**src/rtl/tfg_pkg.sv**
```systemverilog
// Constants shared by the test frame generator: register map, field layout,
// reset values, frame layout and timing.
// Assumes a single 40 MHz core clock and the extended register port of the device.
package tfg_pkg;

	// ==========================================================================
	// Register map and field positions.
	// ==========================================================================
	localparam logic [4:0] ADDR_CONTROL = 5'h1d;
	localparam logic [4:0] ADDR_PATTERN = 5'h1e;
	localparam logic [15:0] CONTROL_RESET = 16'h0040;
	localparam logic [15:0] PATTERN_RESET = 16'h0000;
	localparam int BIT_ENABLE = 15;
	localparam int BIT_RUN = 14;
	localparam int BIT_CONTINUOUS = 13;
	localparam int LEN_MSB = 12;
	localparam int LEN_LSB = 11;
	localparam int BIT_LONG_GAP = 10;
	localparam int DA_MSB = 9;
	localparam int DA_LSB = 6;
	localparam int SA_MSB = 5;
	localparam int SA_LSB = 2;
	localparam int BIT_RANDOM = 1;
	localparam int BIT_BAD_FCS = 0;

	// ==========================================================================
	// Frame layout, counted in bytes from the first destination address byte.
	// ==========================================================================
	localparam int IDX_W = 14;
	localparam logic [IDX_W-1:0] LEN_125 = 14'h007d;
	localparam logic [IDX_W-1:0] LEN_64 = 14'h0040;
	localparam logic [IDX_W-1:0] LEN_1518 = 14'h05ee;
	localparam logic [IDX_W-1:0] LEN_JUMBO = 14'h2710;
	localparam logic [IDX_W-1:0] IDX_SA = 14'h0006;
	localparam logic [IDX_W-1:0] IDX_TYPE = 14'h000c;
	localparam logic [IDX_W-1:0] IDX_PAYLOAD = 14'h000e;
	localparam logic [IDX_W-1:0] HDR_FCS_BYTES = 14'h0012;
	localparam logic [IDX_W-1:0] FCS_BYTES = 14'h0004;
	localparam logic [IDX_W-1:0] PREAMBLE_LAST = 14'h0007;
	localparam logic [7:0] PREAMBLE_BYTE = 8'h55;
	localparam logic [7:0] SFD_BYTE = 8'hd5;
	localparam logic [31:0] CRC_POLY = 32'hedb88320;
	localparam logic [31:0] CRC_INIT = 32'hffffffff;
	localparam logic [15:0] LFSR_SEED = 16'hace1;

	// ==========================================================================
	// Timing: gaps in ns, turned into whole clock cycles, rounded up.
	// ==========================================================================
	localparam int CLK_PERIOD_PS = 25000;
	localparam int GAP_SHORT_NS = 96;
	localparam int GAP_LONG_NS = 8192;
	localparam int GAP_SHORT_CYC = (GAP_SHORT_NS * 1000 + CLK_PERIOD_PS - 1) / CLK_PERIOD_PS;
	localparam int GAP_LONG_CYC = (GAP_LONG_NS * 1000 + CLK_PERIOD_PS - 1) / CLK_PERIOD_PS;
	localparam int GAP_W = 9;

	// Frame counters.
	localparam int BURST_FRAMES_DEF = 30000000;
	localparam int BLOCK_FRAMES_DEF = 10000;
	localparam int TOT_W = 25;
	localparam int BLK_W = 14;

	// Generator states, one-hot.
	typedef enum logic [4:0] {
		TFG_IDLE = 5'h01,
		TFG_PRE = 5'h02,
		TFG_DATA = 5'h04,
		TFG_FCS = 5'h08,
		TFG_GAP = 5'h10
	} tfg_state_t;

endpackage : tfg_pkg

```
**src/rtl/tfg_top.sv**
```systemverilog
// Test frame generator: builds Ethernet test frames toward the media side,
// steered by the control and payload pattern registers.
// Assumes register accesses arrive decoded from the management interface, one clock.
//
// Contract
// - Frames are started only while both enable and run bits are one, and a frame in progress is finished; both reset zero.
// - Duration bit zero sends exactly thirty million frames, then stops.
// - Duration bit one sends continuously, counted in blocks of ten thousand.
// - Continuous cleared mid-run: keep sending until count reaches next ten-thousand mark.
// - Length field selects 125, 64, 1518 or 10000 byte frames.
// - Gap bit selects 96 ns or 8192 ns idle between frames; the code rounds up to 4 or 328 clocks (100 ns, 8200 ns).
// - Destination address is all ones with low nibble from bits 9:6, reset 0001.
// - Source address is all ones with low nibble from bits 5:2, reset 0000.
// - Payload type one gives random payload, zero repeats the pattern register.
// - Bad checksum bit one corrupts every FCS, zero gives correct FCS.
// - Pattern register holds sixteen bits, reset zero, repeated through the payload.
// - Control bits 12:0 changed mid-run apply only after run is cleared and set again; clearing bit 13 in a continuous run acts at the next block mark.
`timescale 1ns/1ps
module tfg_top #(
	parameter int BURST_FRAMES = tfg_pkg::BURST_FRAMES_DEF,
	parameter int BLOCK_FRAMES = tfg_pkg::BLOCK_FRAMES_DEF
) (
	input wire logic SYS_CLK_IN,
	input wire logic RST_IN,
	input wire logic REG_WR_IN,
	input wire logic [4:0] REG_ADDR_IN,
	input wire logic [15:0] REG_WDATA_IN,
	output logic [15:0] REG_RDATA_OUT,
	output logic [7:0] TX_DATA_OUT,
	output logic TX_VALID_OUT,
	output logic GEN_ACTIVE_OUT
);

	typedef struct packed {
		tfg_pkg::tfg_state_t st;
		logic [15:0] ctrl;
		logic [15:0] pat;
		logic [13:0] run_cfg;
		logic [15:0] pat_cfg;
		logic go_prev;
		logic restart;
		logic [tfg_pkg::IDX_W-1:0] idx;
		logic [tfg_pkg::GAP_W-1:0] gap;
		logic [tfg_pkg::BLK_W-1:0] blk;
		logic [tfg_pkg::TOT_W-1:0] tot;
		logic [15:0] lfsr;
		logic [7:0] tx_data;
		logic tx_valid;
		logic [15:0] rdata;
		logic active;
	} tfg_top_state_t;

	localparam logic [tfg_pkg::TOT_W-1:0] BURST_CNT = tfg_pkg::TOT_W'(BURST_FRAMES);
	localparam logic [tfg_pkg::BLK_W-1:0] BLOCK_LAST = tfg_pkg::BLK_W'(BLOCK_FRAMES - 1);
	localparam logic [tfg_pkg::GAP_W-1:0] GAP_SHORT_LAST = tfg_pkg::GAP_W'(tfg_pkg::GAP_SHORT_CYC - 1);
	localparam logic [tfg_pkg::GAP_W-1:0] GAP_LONG_LAST = tfg_pkg::GAP_W'(tfg_pkg::GAP_LONG_CYC - 1);

	tfg_top_state_t s_reg;
	tfg_top_state_t s_next;
	logic [31:0] crc_value;
	logic crc_init;
	logic crc_en;
	logic [7:0] crc_byte;

	// ==========================================================================
	// Frame checksum accumulator.
	// ==========================================================================
	tfg_crc32 u_crc (
		.clk_in(SYS_CLK_IN),
		.rst_in(RST_IN),
		.init_in(crc_init),
		.en_in(crc_en),
		.data_in(crc_byte),
		.crc_out(crc_value)
	);

	// ==========================================================================
	// Next-state logic: registers, run control and frame byte sequencing.
	// ==========================================================================
	always_comb begin
		logic go;
		logic start;
		logic [tfg_pkg::IDX_W-1:0] flen;
		logic [tfg_pkg::IDX_W-1:0] pay_last;
		logic [tfg_pkg::IDX_W-1:0] pidx;
		logic [tfg_pkg::GAP_W-1:0] gap_last;
		logic [7:0] b;
		logic [31:0] fcs;
		logic stop;
		s_next = s_reg;
		crc_init = 1'b0;
		crc_en = 1'b0;
		b = 8'h00;
		stop = 1'b0;
		flen = tfg_pkg::LEN_125;
		go = s_reg.ctrl[tfg_pkg::BIT_ENABLE] & s_reg.ctrl[tfg_pkg::BIT_RUN];
		start = go & ~s_reg.go_prev;
		s_next.go_prev = go;
		fcs = ~crc_value;
		pidx = s_reg.idx - tfg_pkg::IDX_PAYLOAD;

		// Frame size from the configuration captured at start.
		case (s_reg.run_cfg[tfg_pkg::LEN_MSB:tfg_pkg::LEN_LSB])
			2'b00: flen = tfg_pkg::LEN_125;
			2'b01: flen = tfg_pkg::LEN_64;
			2'b10: flen = tfg_pkg::LEN_1518;
			default: flen = tfg_pkg::LEN_JUMBO;
		endcase
		pay_last = flen - tfg_pkg::FCS_BYTES - 14'h0001;
		gap_last = s_reg.run_cfg[tfg_pkg::BIT_LONG_GAP] ? GAP_LONG_LAST : GAP_SHORT_LAST;

		// Register writes and registered read data; unmapped addresses read zero.
		if (REG_WR_IN && REG_ADDR_IN == tfg_pkg::ADDR_CONTROL) begin
			s_next.ctrl = REG_WDATA_IN;
		end
		if (REG_WR_IN && REG_ADDR_IN == tfg_pkg::ADDR_PATTERN) begin
			s_next.pat = REG_WDATA_IN;
		end
		case (REG_ADDR_IN)
			tfg_pkg::ADDR_CONTROL: s_next.rdata = s_reg.ctrl;
			tfg_pkg::ADDR_PATTERN: s_next.rdata = s_reg.pat;
			default: s_next.rdata = 16'h0000;
		endcase

		// A run toggle seen while not idle is held until the current gap ends.
		if (start && s_reg.st != tfg_pkg::TFG_IDLE) begin
			s_next.restart = 1'b1;
		end

		s_next.tx_valid = 1'b0;
		s_next.tx_data = 8'h00;
		case (s_reg.st)
			tfg_pkg::TFG_IDLE: begin
				if (start) begin
					s_next.run_cfg = s_reg.ctrl[13:0];
					s_next.pat_cfg = s_reg.pat;
					s_next.tot = '0;
					s_next.blk = '0;
					s_next.idx = '0;
					s_next.restart = 1'b0;
					s_next.st = tfg_pkg::TFG_PRE;
				end
			end
			tfg_pkg::TFG_PRE: begin
				crc_init = 1'b1;
				s_next.tx_valid = 1'b1;
				s_next.tx_data = (s_reg.idx == tfg_pkg::PREAMBLE_LAST) ? tfg_pkg::SFD_BYTE
					: tfg_pkg::PREAMBLE_BYTE;
				s_next.idx = s_reg.idx + 14'h0001;
				if (s_reg.idx == tfg_pkg::PREAMBLE_LAST) begin
					s_next.idx = '0;
					s_next.st = tfg_pkg::TFG_DATA;
				end
			end
			tfg_pkg::TFG_DATA: begin
				if (s_reg.idx < tfg_pkg::IDX_SA) begin
					b = (s_reg.idx == tfg_pkg::IDX_SA - 14'h0001)
						? {4'hf, s_reg.run_cfg[tfg_pkg::DA_MSB:tfg_pkg::DA_LSB]} : 8'hff;
				end else if (s_reg.idx < tfg_pkg::IDX_TYPE) begin
					b = (s_reg.idx == tfg_pkg::IDX_TYPE - 14'h0001)
						? {4'hf, s_reg.run_cfg[tfg_pkg::SA_MSB:tfg_pkg::SA_LSB]} : 8'hff;
				end else if (s_reg.idx < tfg_pkg::IDX_PAYLOAD) begin
					// Length field carries the payload byte count, high byte first.
					if (s_reg.idx != tfg_pkg::IDX_TYPE) begin
						b = 8'(flen - tfg_pkg::HDR_FCS_BYTES);
					end else begin
						b = {2'b00, 6'((flen - tfg_pkg::HDR_FCS_BYTES) >> 8)};
					end
				end else if (s_reg.run_cfg[tfg_pkg::BIT_RANDOM]) begin
					b = s_reg.lfsr[7:0];
					s_next.lfsr = {s_reg.lfsr[14:0],
						s_reg.lfsr[15] ^ s_reg.lfsr[13] ^ s_reg.lfsr[12] ^ s_reg.lfsr[10]};
				end else begin
					b = pidx[0] ? s_reg.pat_cfg[7:0] : s_reg.pat_cfg[15:8];
				end
				crc_en = 1'b1;
				s_next.tx_valid = 1'b1;
				s_next.tx_data = b;
				s_next.idx = s_reg.idx + 14'h0001;
				if (s_reg.idx == pay_last) begin
					s_next.idx = '0;
					s_next.st = tfg_pkg::TFG_FCS;
				end
			end
			tfg_pkg::TFG_FCS: begin
				s_next.tx_valid = 1'b1;
				s_next.tx_data = fcs[s_reg.idx[1:0]*8 +: 8];
				if (s_reg.idx == 14'h0000 && s_reg.run_cfg[tfg_pkg::BIT_BAD_FCS]) begin
					s_next.tx_data = fcs[7:0] ^ 8'h01;
				end
				s_next.idx = s_reg.idx + 14'h0001;
				if (s_reg.idx == tfg_pkg::FCS_BYTES - 14'h0001) begin
					s_next.idx = '0;
					s_next.gap = '0;
					s_next.tot = s_reg.tot + 25'h0000001;
					s_next.blk = (s_reg.blk == BLOCK_LAST) ? '0 : s_reg.blk + 14'h0001;
					s_next.st = tfg_pkg::TFG_GAP;
				end
			end
			tfg_pkg::TFG_GAP: begin
				s_next.gap = s_reg.gap + 9'h001;
				if (s_reg.gap == gap_last) begin
					if (!go) begin
						stop = 1'b1;
					end else if (!s_reg.run_cfg[tfg_pkg::BIT_CONTINUOUS] && s_reg.tot == BURST_CNT) begin
						stop = 1'b1;
					end else if (s_reg.run_cfg[tfg_pkg::BIT_CONTINUOUS]
						&& !s_reg.ctrl[tfg_pkg::BIT_CONTINUOUS] && s_reg.blk == '0) begin
						stop = 1'b1;
					end
					if (s_reg.restart && go) begin
						s_next.run_cfg = s_reg.ctrl[13:0];
						s_next.pat_cfg = s_reg.pat;
						s_next.tot = '0;
						s_next.blk = '0;
						s_next.restart = 1'b0;
						s_next.st = tfg_pkg::TFG_PRE;
					end else begin
						// A run toggle seen in this very cycle must survive, so the flag is kept.
						s_next.st = stop ? tfg_pkg::TFG_IDLE : tfg_pkg::TFG_PRE;
					end
				end
			end
			default: begin
				s_next.st = tfg_pkg::TFG_IDLE;
			end
		endcase
		s_next.active = (s_next.st != tfg_pkg::TFG_IDLE);
		crc_byte = b;
	end

	// ==========================================================================
	// State register.
	// ==========================================================================
	always_ff @(posedge SYS_CLK_IN) begin
		if (RST_IN) begin
			s_reg <= '{st: tfg_pkg::TFG_IDLE, ctrl: tfg_pkg::CONTROL_RESET,
				pat: tfg_pkg::PATTERN_RESET, run_cfg: 14'h0000, pat_cfg: 16'h0000,
				go_prev: 1'b0, restart: 1'b0, idx: '0, gap: '0, blk: '0, tot: '0,
				lfsr: tfg_pkg::LFSR_SEED, tx_data: 8'h00, tx_valid: 1'b0, rdata: 16'h0000,
				active: 1'b0};
		end else begin
			s_reg <= s_next;
		end
	end

	// Outputs straight from the state register.
	assign REG_RDATA_OUT = s_reg.rdata;
	assign TX_DATA_OUT = s_reg.tx_data;
	assign TX_VALID_OUT = s_reg.tx_valid;
	assign GEN_ACTIVE_OUT = s_reg.active;

endmodule : tfg_top

```
**src/rtl/tfg_crc32.sv**
```systemverilog
// Byte-wide Ethernet CRC-32 accumulator for the test frame generator.
// Assumes the caller clears it before a frame and feeds one byte per enabled cycle.
`timescale 1ns/1ps
module tfg_crc32 (
	input wire logic clk_in,
	input wire logic rst_in,
	input wire logic init_in,
	input wire logic en_in,
	input wire logic [7:0] data_in,
	output logic [31:0] crc_out
);

	typedef struct packed {
		logic [31:0] crc;
	} tfg_crc_state_t;

	tfg_crc_state_t state_reg;
	tfg_crc_state_t state_next;

	// ==========================================================================
	// Reflected CRC update, one bit per loop pass.
	// ==========================================================================
	always_comb begin
		logic [31:0] c;
		c = state_reg.crc ^ {24'h000000, data_in};
		state_next = state_reg;
		for (int i = 0; i < 8; i++) begin
			c = c[0] ? ((c >> 1) ^ tfg_pkg::CRC_POLY) : (c >> 1);
		end
		if (init_in) begin
			state_next.crc = tfg_pkg::CRC_INIT;
		end else if (en_in) begin
			state_next.crc = c;
		end
	end

	// Register the state.
	always_ff @(posedge clk_in) begin
		if (rst_in) begin
			state_reg <= '{crc: tfg_pkg::CRC_INIT};
		end else begin
			state_reg <= state_next;
		end
	end

	assign crc_out = state_reg.crc;

endmodule : tfg_crc32

```
**config.mk**
```make
export PLATFORM = sky130hd
export DESIGN_NAME = tfg_top
export DESIGN_NICKNAME = d
export VERILOG_FILES = /design/src/rtl/tfg_pkg.sv /design/src/rtl/tfg_top.sv /design/src/rtl/tfg_crc32.sv
export SDC_FILE = /design/constraint.sdc
export NUM_CORES = 1
export LEC_CHECK = 0
export BUFFER_PORTS_ARGS = -buffer_cell sky130_fd_sc_hd__buf_2
export CORE_ASPECT_RATIO = 2
export CORE_MARGIN = 3
export CORE_UTILIZATION = 30
export CTS_CLUSTER_SIZE = 25
export DETAILED_ROUTE_END_ITERATION = 6
export GPL_TIMING_DRIVEN = 0
export PLACE_DENSITY_LB_ADDON = 0.12
export SLEW_MARGIN = 5
export SYNTH_ARGS = -nofsm -noshare
export SYNTH_HDL_FRONTEND = slang
export SYNTH_SLANG_ARGS = --single-unit
```
**constraint.sdc**
```tcl
create_clock -name SYS_CLK_IN -period 2.9 [get_ports SYS_CLK_IN]
set_clock_uncertainty 0.05 [all_clocks]
set_input_delay 0 -clock SYS_CLK_IN [delete_from_list [all_inputs] [get_ports SYS_CLK_IN]]
set_output_delay 0 -clock SYS_CLK_IN [all_outputs]
set_load 0.03 [all_outputs]
```
==> key figures <==
STA
  • Setup ws final: -0.113 ns
  • Final worst path period need: 3.01 ns
  • Final hold slack: 0.0618 ns
  • Setup TNS: -0.846 ns
  • Slew Limit Fails: 0
  • Tcrit/Tclk final: 104%
  • Relative slew slack: 17.1%
  • RSZ-0062 raised after global routing: true
  • Worst Max-Slew Pin Slew: 1.24 ns
  • Hold Vio Cnt, Final: 0
  • Fmax: 332 MHz
  • Setup violations, final: 18

Placement
  • GPL Wtd Cong: 0.820
  • HPWL after detailed placement: 23.5 mm
  • Input/output buffers: 49

Logic synthesis
  • Post-synthesis sequential area ratio: 40.8%
  • Syn_nets: 1202
  • Yosys cell types: 72
  • Cell Area, Synth: 10100 um2
  • Ys async rst share: 0%
  • Post-Synthesis Cells: 1163
  • EDFF count, synth: 0
  • Yosys Warn Count: 0
  • Synthesis-stage register bit count: 205
  • Avg Cell Area, Syn: 8.66 um2
  • Synth Flop Type: dfxtp_1

Die
  • # rows: 94
  • Core Region: 33000 um2
  • Die Height: 265 um
  • Starting Density: 30.5%
  • Full die area: 35900 um2
  • Die W: 136 um
  • I/O Pins: 50

Drt
  • Vias/cell: 4.87
  • Iter 0 DRT Violations: 387
  • Post-DRT Antenna Nets: 0
  • Wire per inst: 17.9 um
  • Drt drc: 0
  • Via count: 8669
  • Final wirelength: 31.9 mm
  • Drt pass-1 iters: 5

Setup path
  • CP cell instances: nor2_2 -> and3_4 -> buf_6 -> nand2_4 -> a221o_2 -> xor2_4 -> buf_12 -> xnor2_4 -> buf_12 -> xnor2_2 -> and3_1 -> nor3_1
  • CP peak stage delay: 0.49 ns
  • CP max stage cell: a221o_2
  • CP dominant cell by count: buf_12
  • FF-to-FF Start: s_reg[99]$_SDFFE_PP0P_
  • Worst Setup Start Kind: flip-flop
  • WP data required: 3.27 ns
  • CP Max Fanout: 7
  • CP Launch Point: s_reg[99]$_SDFFE_PP0P_
  • Crit. End Element: flip-flop
  • CP Class: flip-flop to flip-flop
  • CP arrival: 3.39 ns

Power and ir drop
  • Seq pwr share: 47.2%
  • Maximum VDD drop: 0.000424 V
  • Logic pwr share: 2.2%
  • Leak: 5.26 nW
  • Internal Power: 4.67 mW
  • PwrDens: 448 nW/um2
  • Clock Power Share: 50.6%
  • P_sw: 1.30 mW
  • Sw Share: 21.8%

Final layout
  • FF/Latch Area: 4140 um2
  • P&R area growth vs syn: 32.3%
  • Fin nets: 1371
  • Multi-input gate area: 6090 um2
  • Ratio of cells with drive above 1 in the final layout: 24.3%
  • Number of flip-flops in the largest register: 147
  • Fillers: 3304
  • N_diodes: 0

Global routing
  • First-pass GRT wire length: 49.6 mm
  • Overall routing resource usage: 17.6%
  • Antenna violations before repair: 0
  • GRT overflow: 0
  • Vias in the first global route: 8822
  • Pin count of the biggest net entering global routing: 15

Outcome
  • Failing checks: negative setup slack
  • Status: complete, but fails checks

Clock network
  • CTS Buf Count: 22
  • Insertion delay to the later sink of the worst-skew pair: 0.52 ns
  • # clock sinks: 205
  • CTS clk-pin slew, worst paths: 0.06 ns
  • Root buf cell: clkbuf_16
  • H-Tree Depth: 1
  • CTS tree: yes
  • Clock Tree Buf Depth: 3

Hold path
  • Worst min path class: primary input to flip-flop
  • HP Start: REG_ADDR_IN[4]

Flow run
  • Max Cap Violations: 0
[power by group through the flow]
stage / sequential [mW] / clock [mW] / combinational [mW]
after floorplan: 2.88 / 0 / 0.0518
after detailed placement: 2.89 / 0 / 0.111
after global routing: 2.81 / 3.23 / 0.144
after global placement: 2.89 / 0 / 0.111
final: 2.82 / 3.02 / 0.132
after CTS: 2.82 / 3.13 / 0.135
[path summary, 6_finish.rpt]
| check | endpoint | slack, ns | depth (start not counted) |
|---|---|---|---|
| max | u_crc.crc_out[26]$_SDFFE_PP1P_ | -0.11 | 12 |
| min | REG_RDATA_OUT[4]$_SDFF_PP0_ | 0.06 | 5 |
| max reg2reg | u_crc.crc_out[26]$_SDFFE_PP1P_ | -0.11 | 12 |
| min reg2reg | s_reg[40]$_SDFFE_PP0P_ | 0.40 | 2 |
[layout make-up]
cell class,count,share of cell area [%]
buffer,85,3.62
clock buffer,31,5.07
clock inverter,8,0.789
inverter,18,0.657
multi-input combinational,853,45.7
sequential,205,31.0
tap,432,4.06
timing repair buffer,147,9.04
[synth_stat cells (17+ instances only)]
cell / count / area, um2
mux2i_1: 48 / 480
and3_1: 21 / 131
buf_4: 24 / 180
xor2_1: 52 / 455
o21ai_0: 23 / 115
xnor2_1: 52 / 455
clkbuf_1: 47 / 176
a21oi_1: 85 / 425
nand4_1: 17 / 106
dfxtp_1: 205 / 4100
nand3_1: 30 / 150
o211ai_1: 23 / 173
nor3_1: 17 / 85.1
inv_1: 17 / 63.8
nor2_1: 133 / 499
nand2_1: 172 / 646
[per-stage QoR]
| stage | total power, mW | setup slack [ns] | instances | util, % | instance area (um2) |
|---|---|---|---|---|---|
| 2_1_floorplan | 2.94 | 0.0447 | 1163 | - | 10100 |
| 6_report | 5.97 | -0.113 | 1779 | 40.3 | 13300 |
| 3_5_place_dp | 3.00 | -0.968 | 1644 | 32.9 | 10900 |
| 4_1_cts | 6.08 | -0.122 | 1748 | 38.4 | 12700 |
| 3_3_place_gp | 3.00 | -0.991 | 1644 | 32.9 | 10900 |
| 5_1_grt | 6.19 | -0.200 | 1779 | 40.3 | 13300 |
[kinds of logic (layout without fill, tap and decap cells)]
logic type      count (synthesis)  count (layout)  synth area share, %
simple gates                  468             468                 22.2
flops                         205             205                 40.8
mux                            57              57                 5.89
compound gates                195             195                 12.0
xor+xnor                      118             118                 12.1
buf+inv                       105             289                 5.13
fa+ha+maj                      15              15                 1.86
[worst max-delay path: cells and delay by family, from the launching register on]
kind,cells,cell delay (ns)
AO/OA/AOI/OAI,1,0.49
AND/OR/NAND/NOR,5,1.08
XOR/XNOR,3,0.47
buffers and inverters,3,0.44
flip-flops,1,0.37
[metal layers]
layer	GRT usage (%)	up-vias	part of all wire, %
met2	34.7	177	57
met3	2.16	65	3.1
li1	-	4320	-
met4	9.54	0	5.7
met1	17.2	4107	35
met5	0	-	0
[layout by cell type, fill, tap and decap left out, types with 14 or more instances in the layout]
cell,netlist,final
a21oi_1,85,83
a22oi_1,16,16
and3_1,21,20
buf_2,8,56
buf_4,24,79
buf_6,3,18
clkbuf_1,47,40
clkbuf_16,0,23
dfxtp_1,205,192
dlygate4sd3_1,0,25
inv_1,17,15
mux2i_1,48,48
nand2_1,172,171
nand3_1,30,26
nand3b_1,15,15
nand4_1,17,17
nor2_1,133,128
nor3_1,17,14
o211ai_1,23,23
o21ai_0,23,23
xnor2_1,52,33
xnor2_4,5,14
xor2_1,52,46
[what timing repair did]
action | CTS | global route
endpoints found under the hold margin | 40 | 0
pin swaps | 36 | 29
resized for setup | 88 | 76
setup buffers | 42 | 35
setup endpoints to repair | 121 | 75
hold buffers | 25 | 0
(Power assumes the default switching activity.)
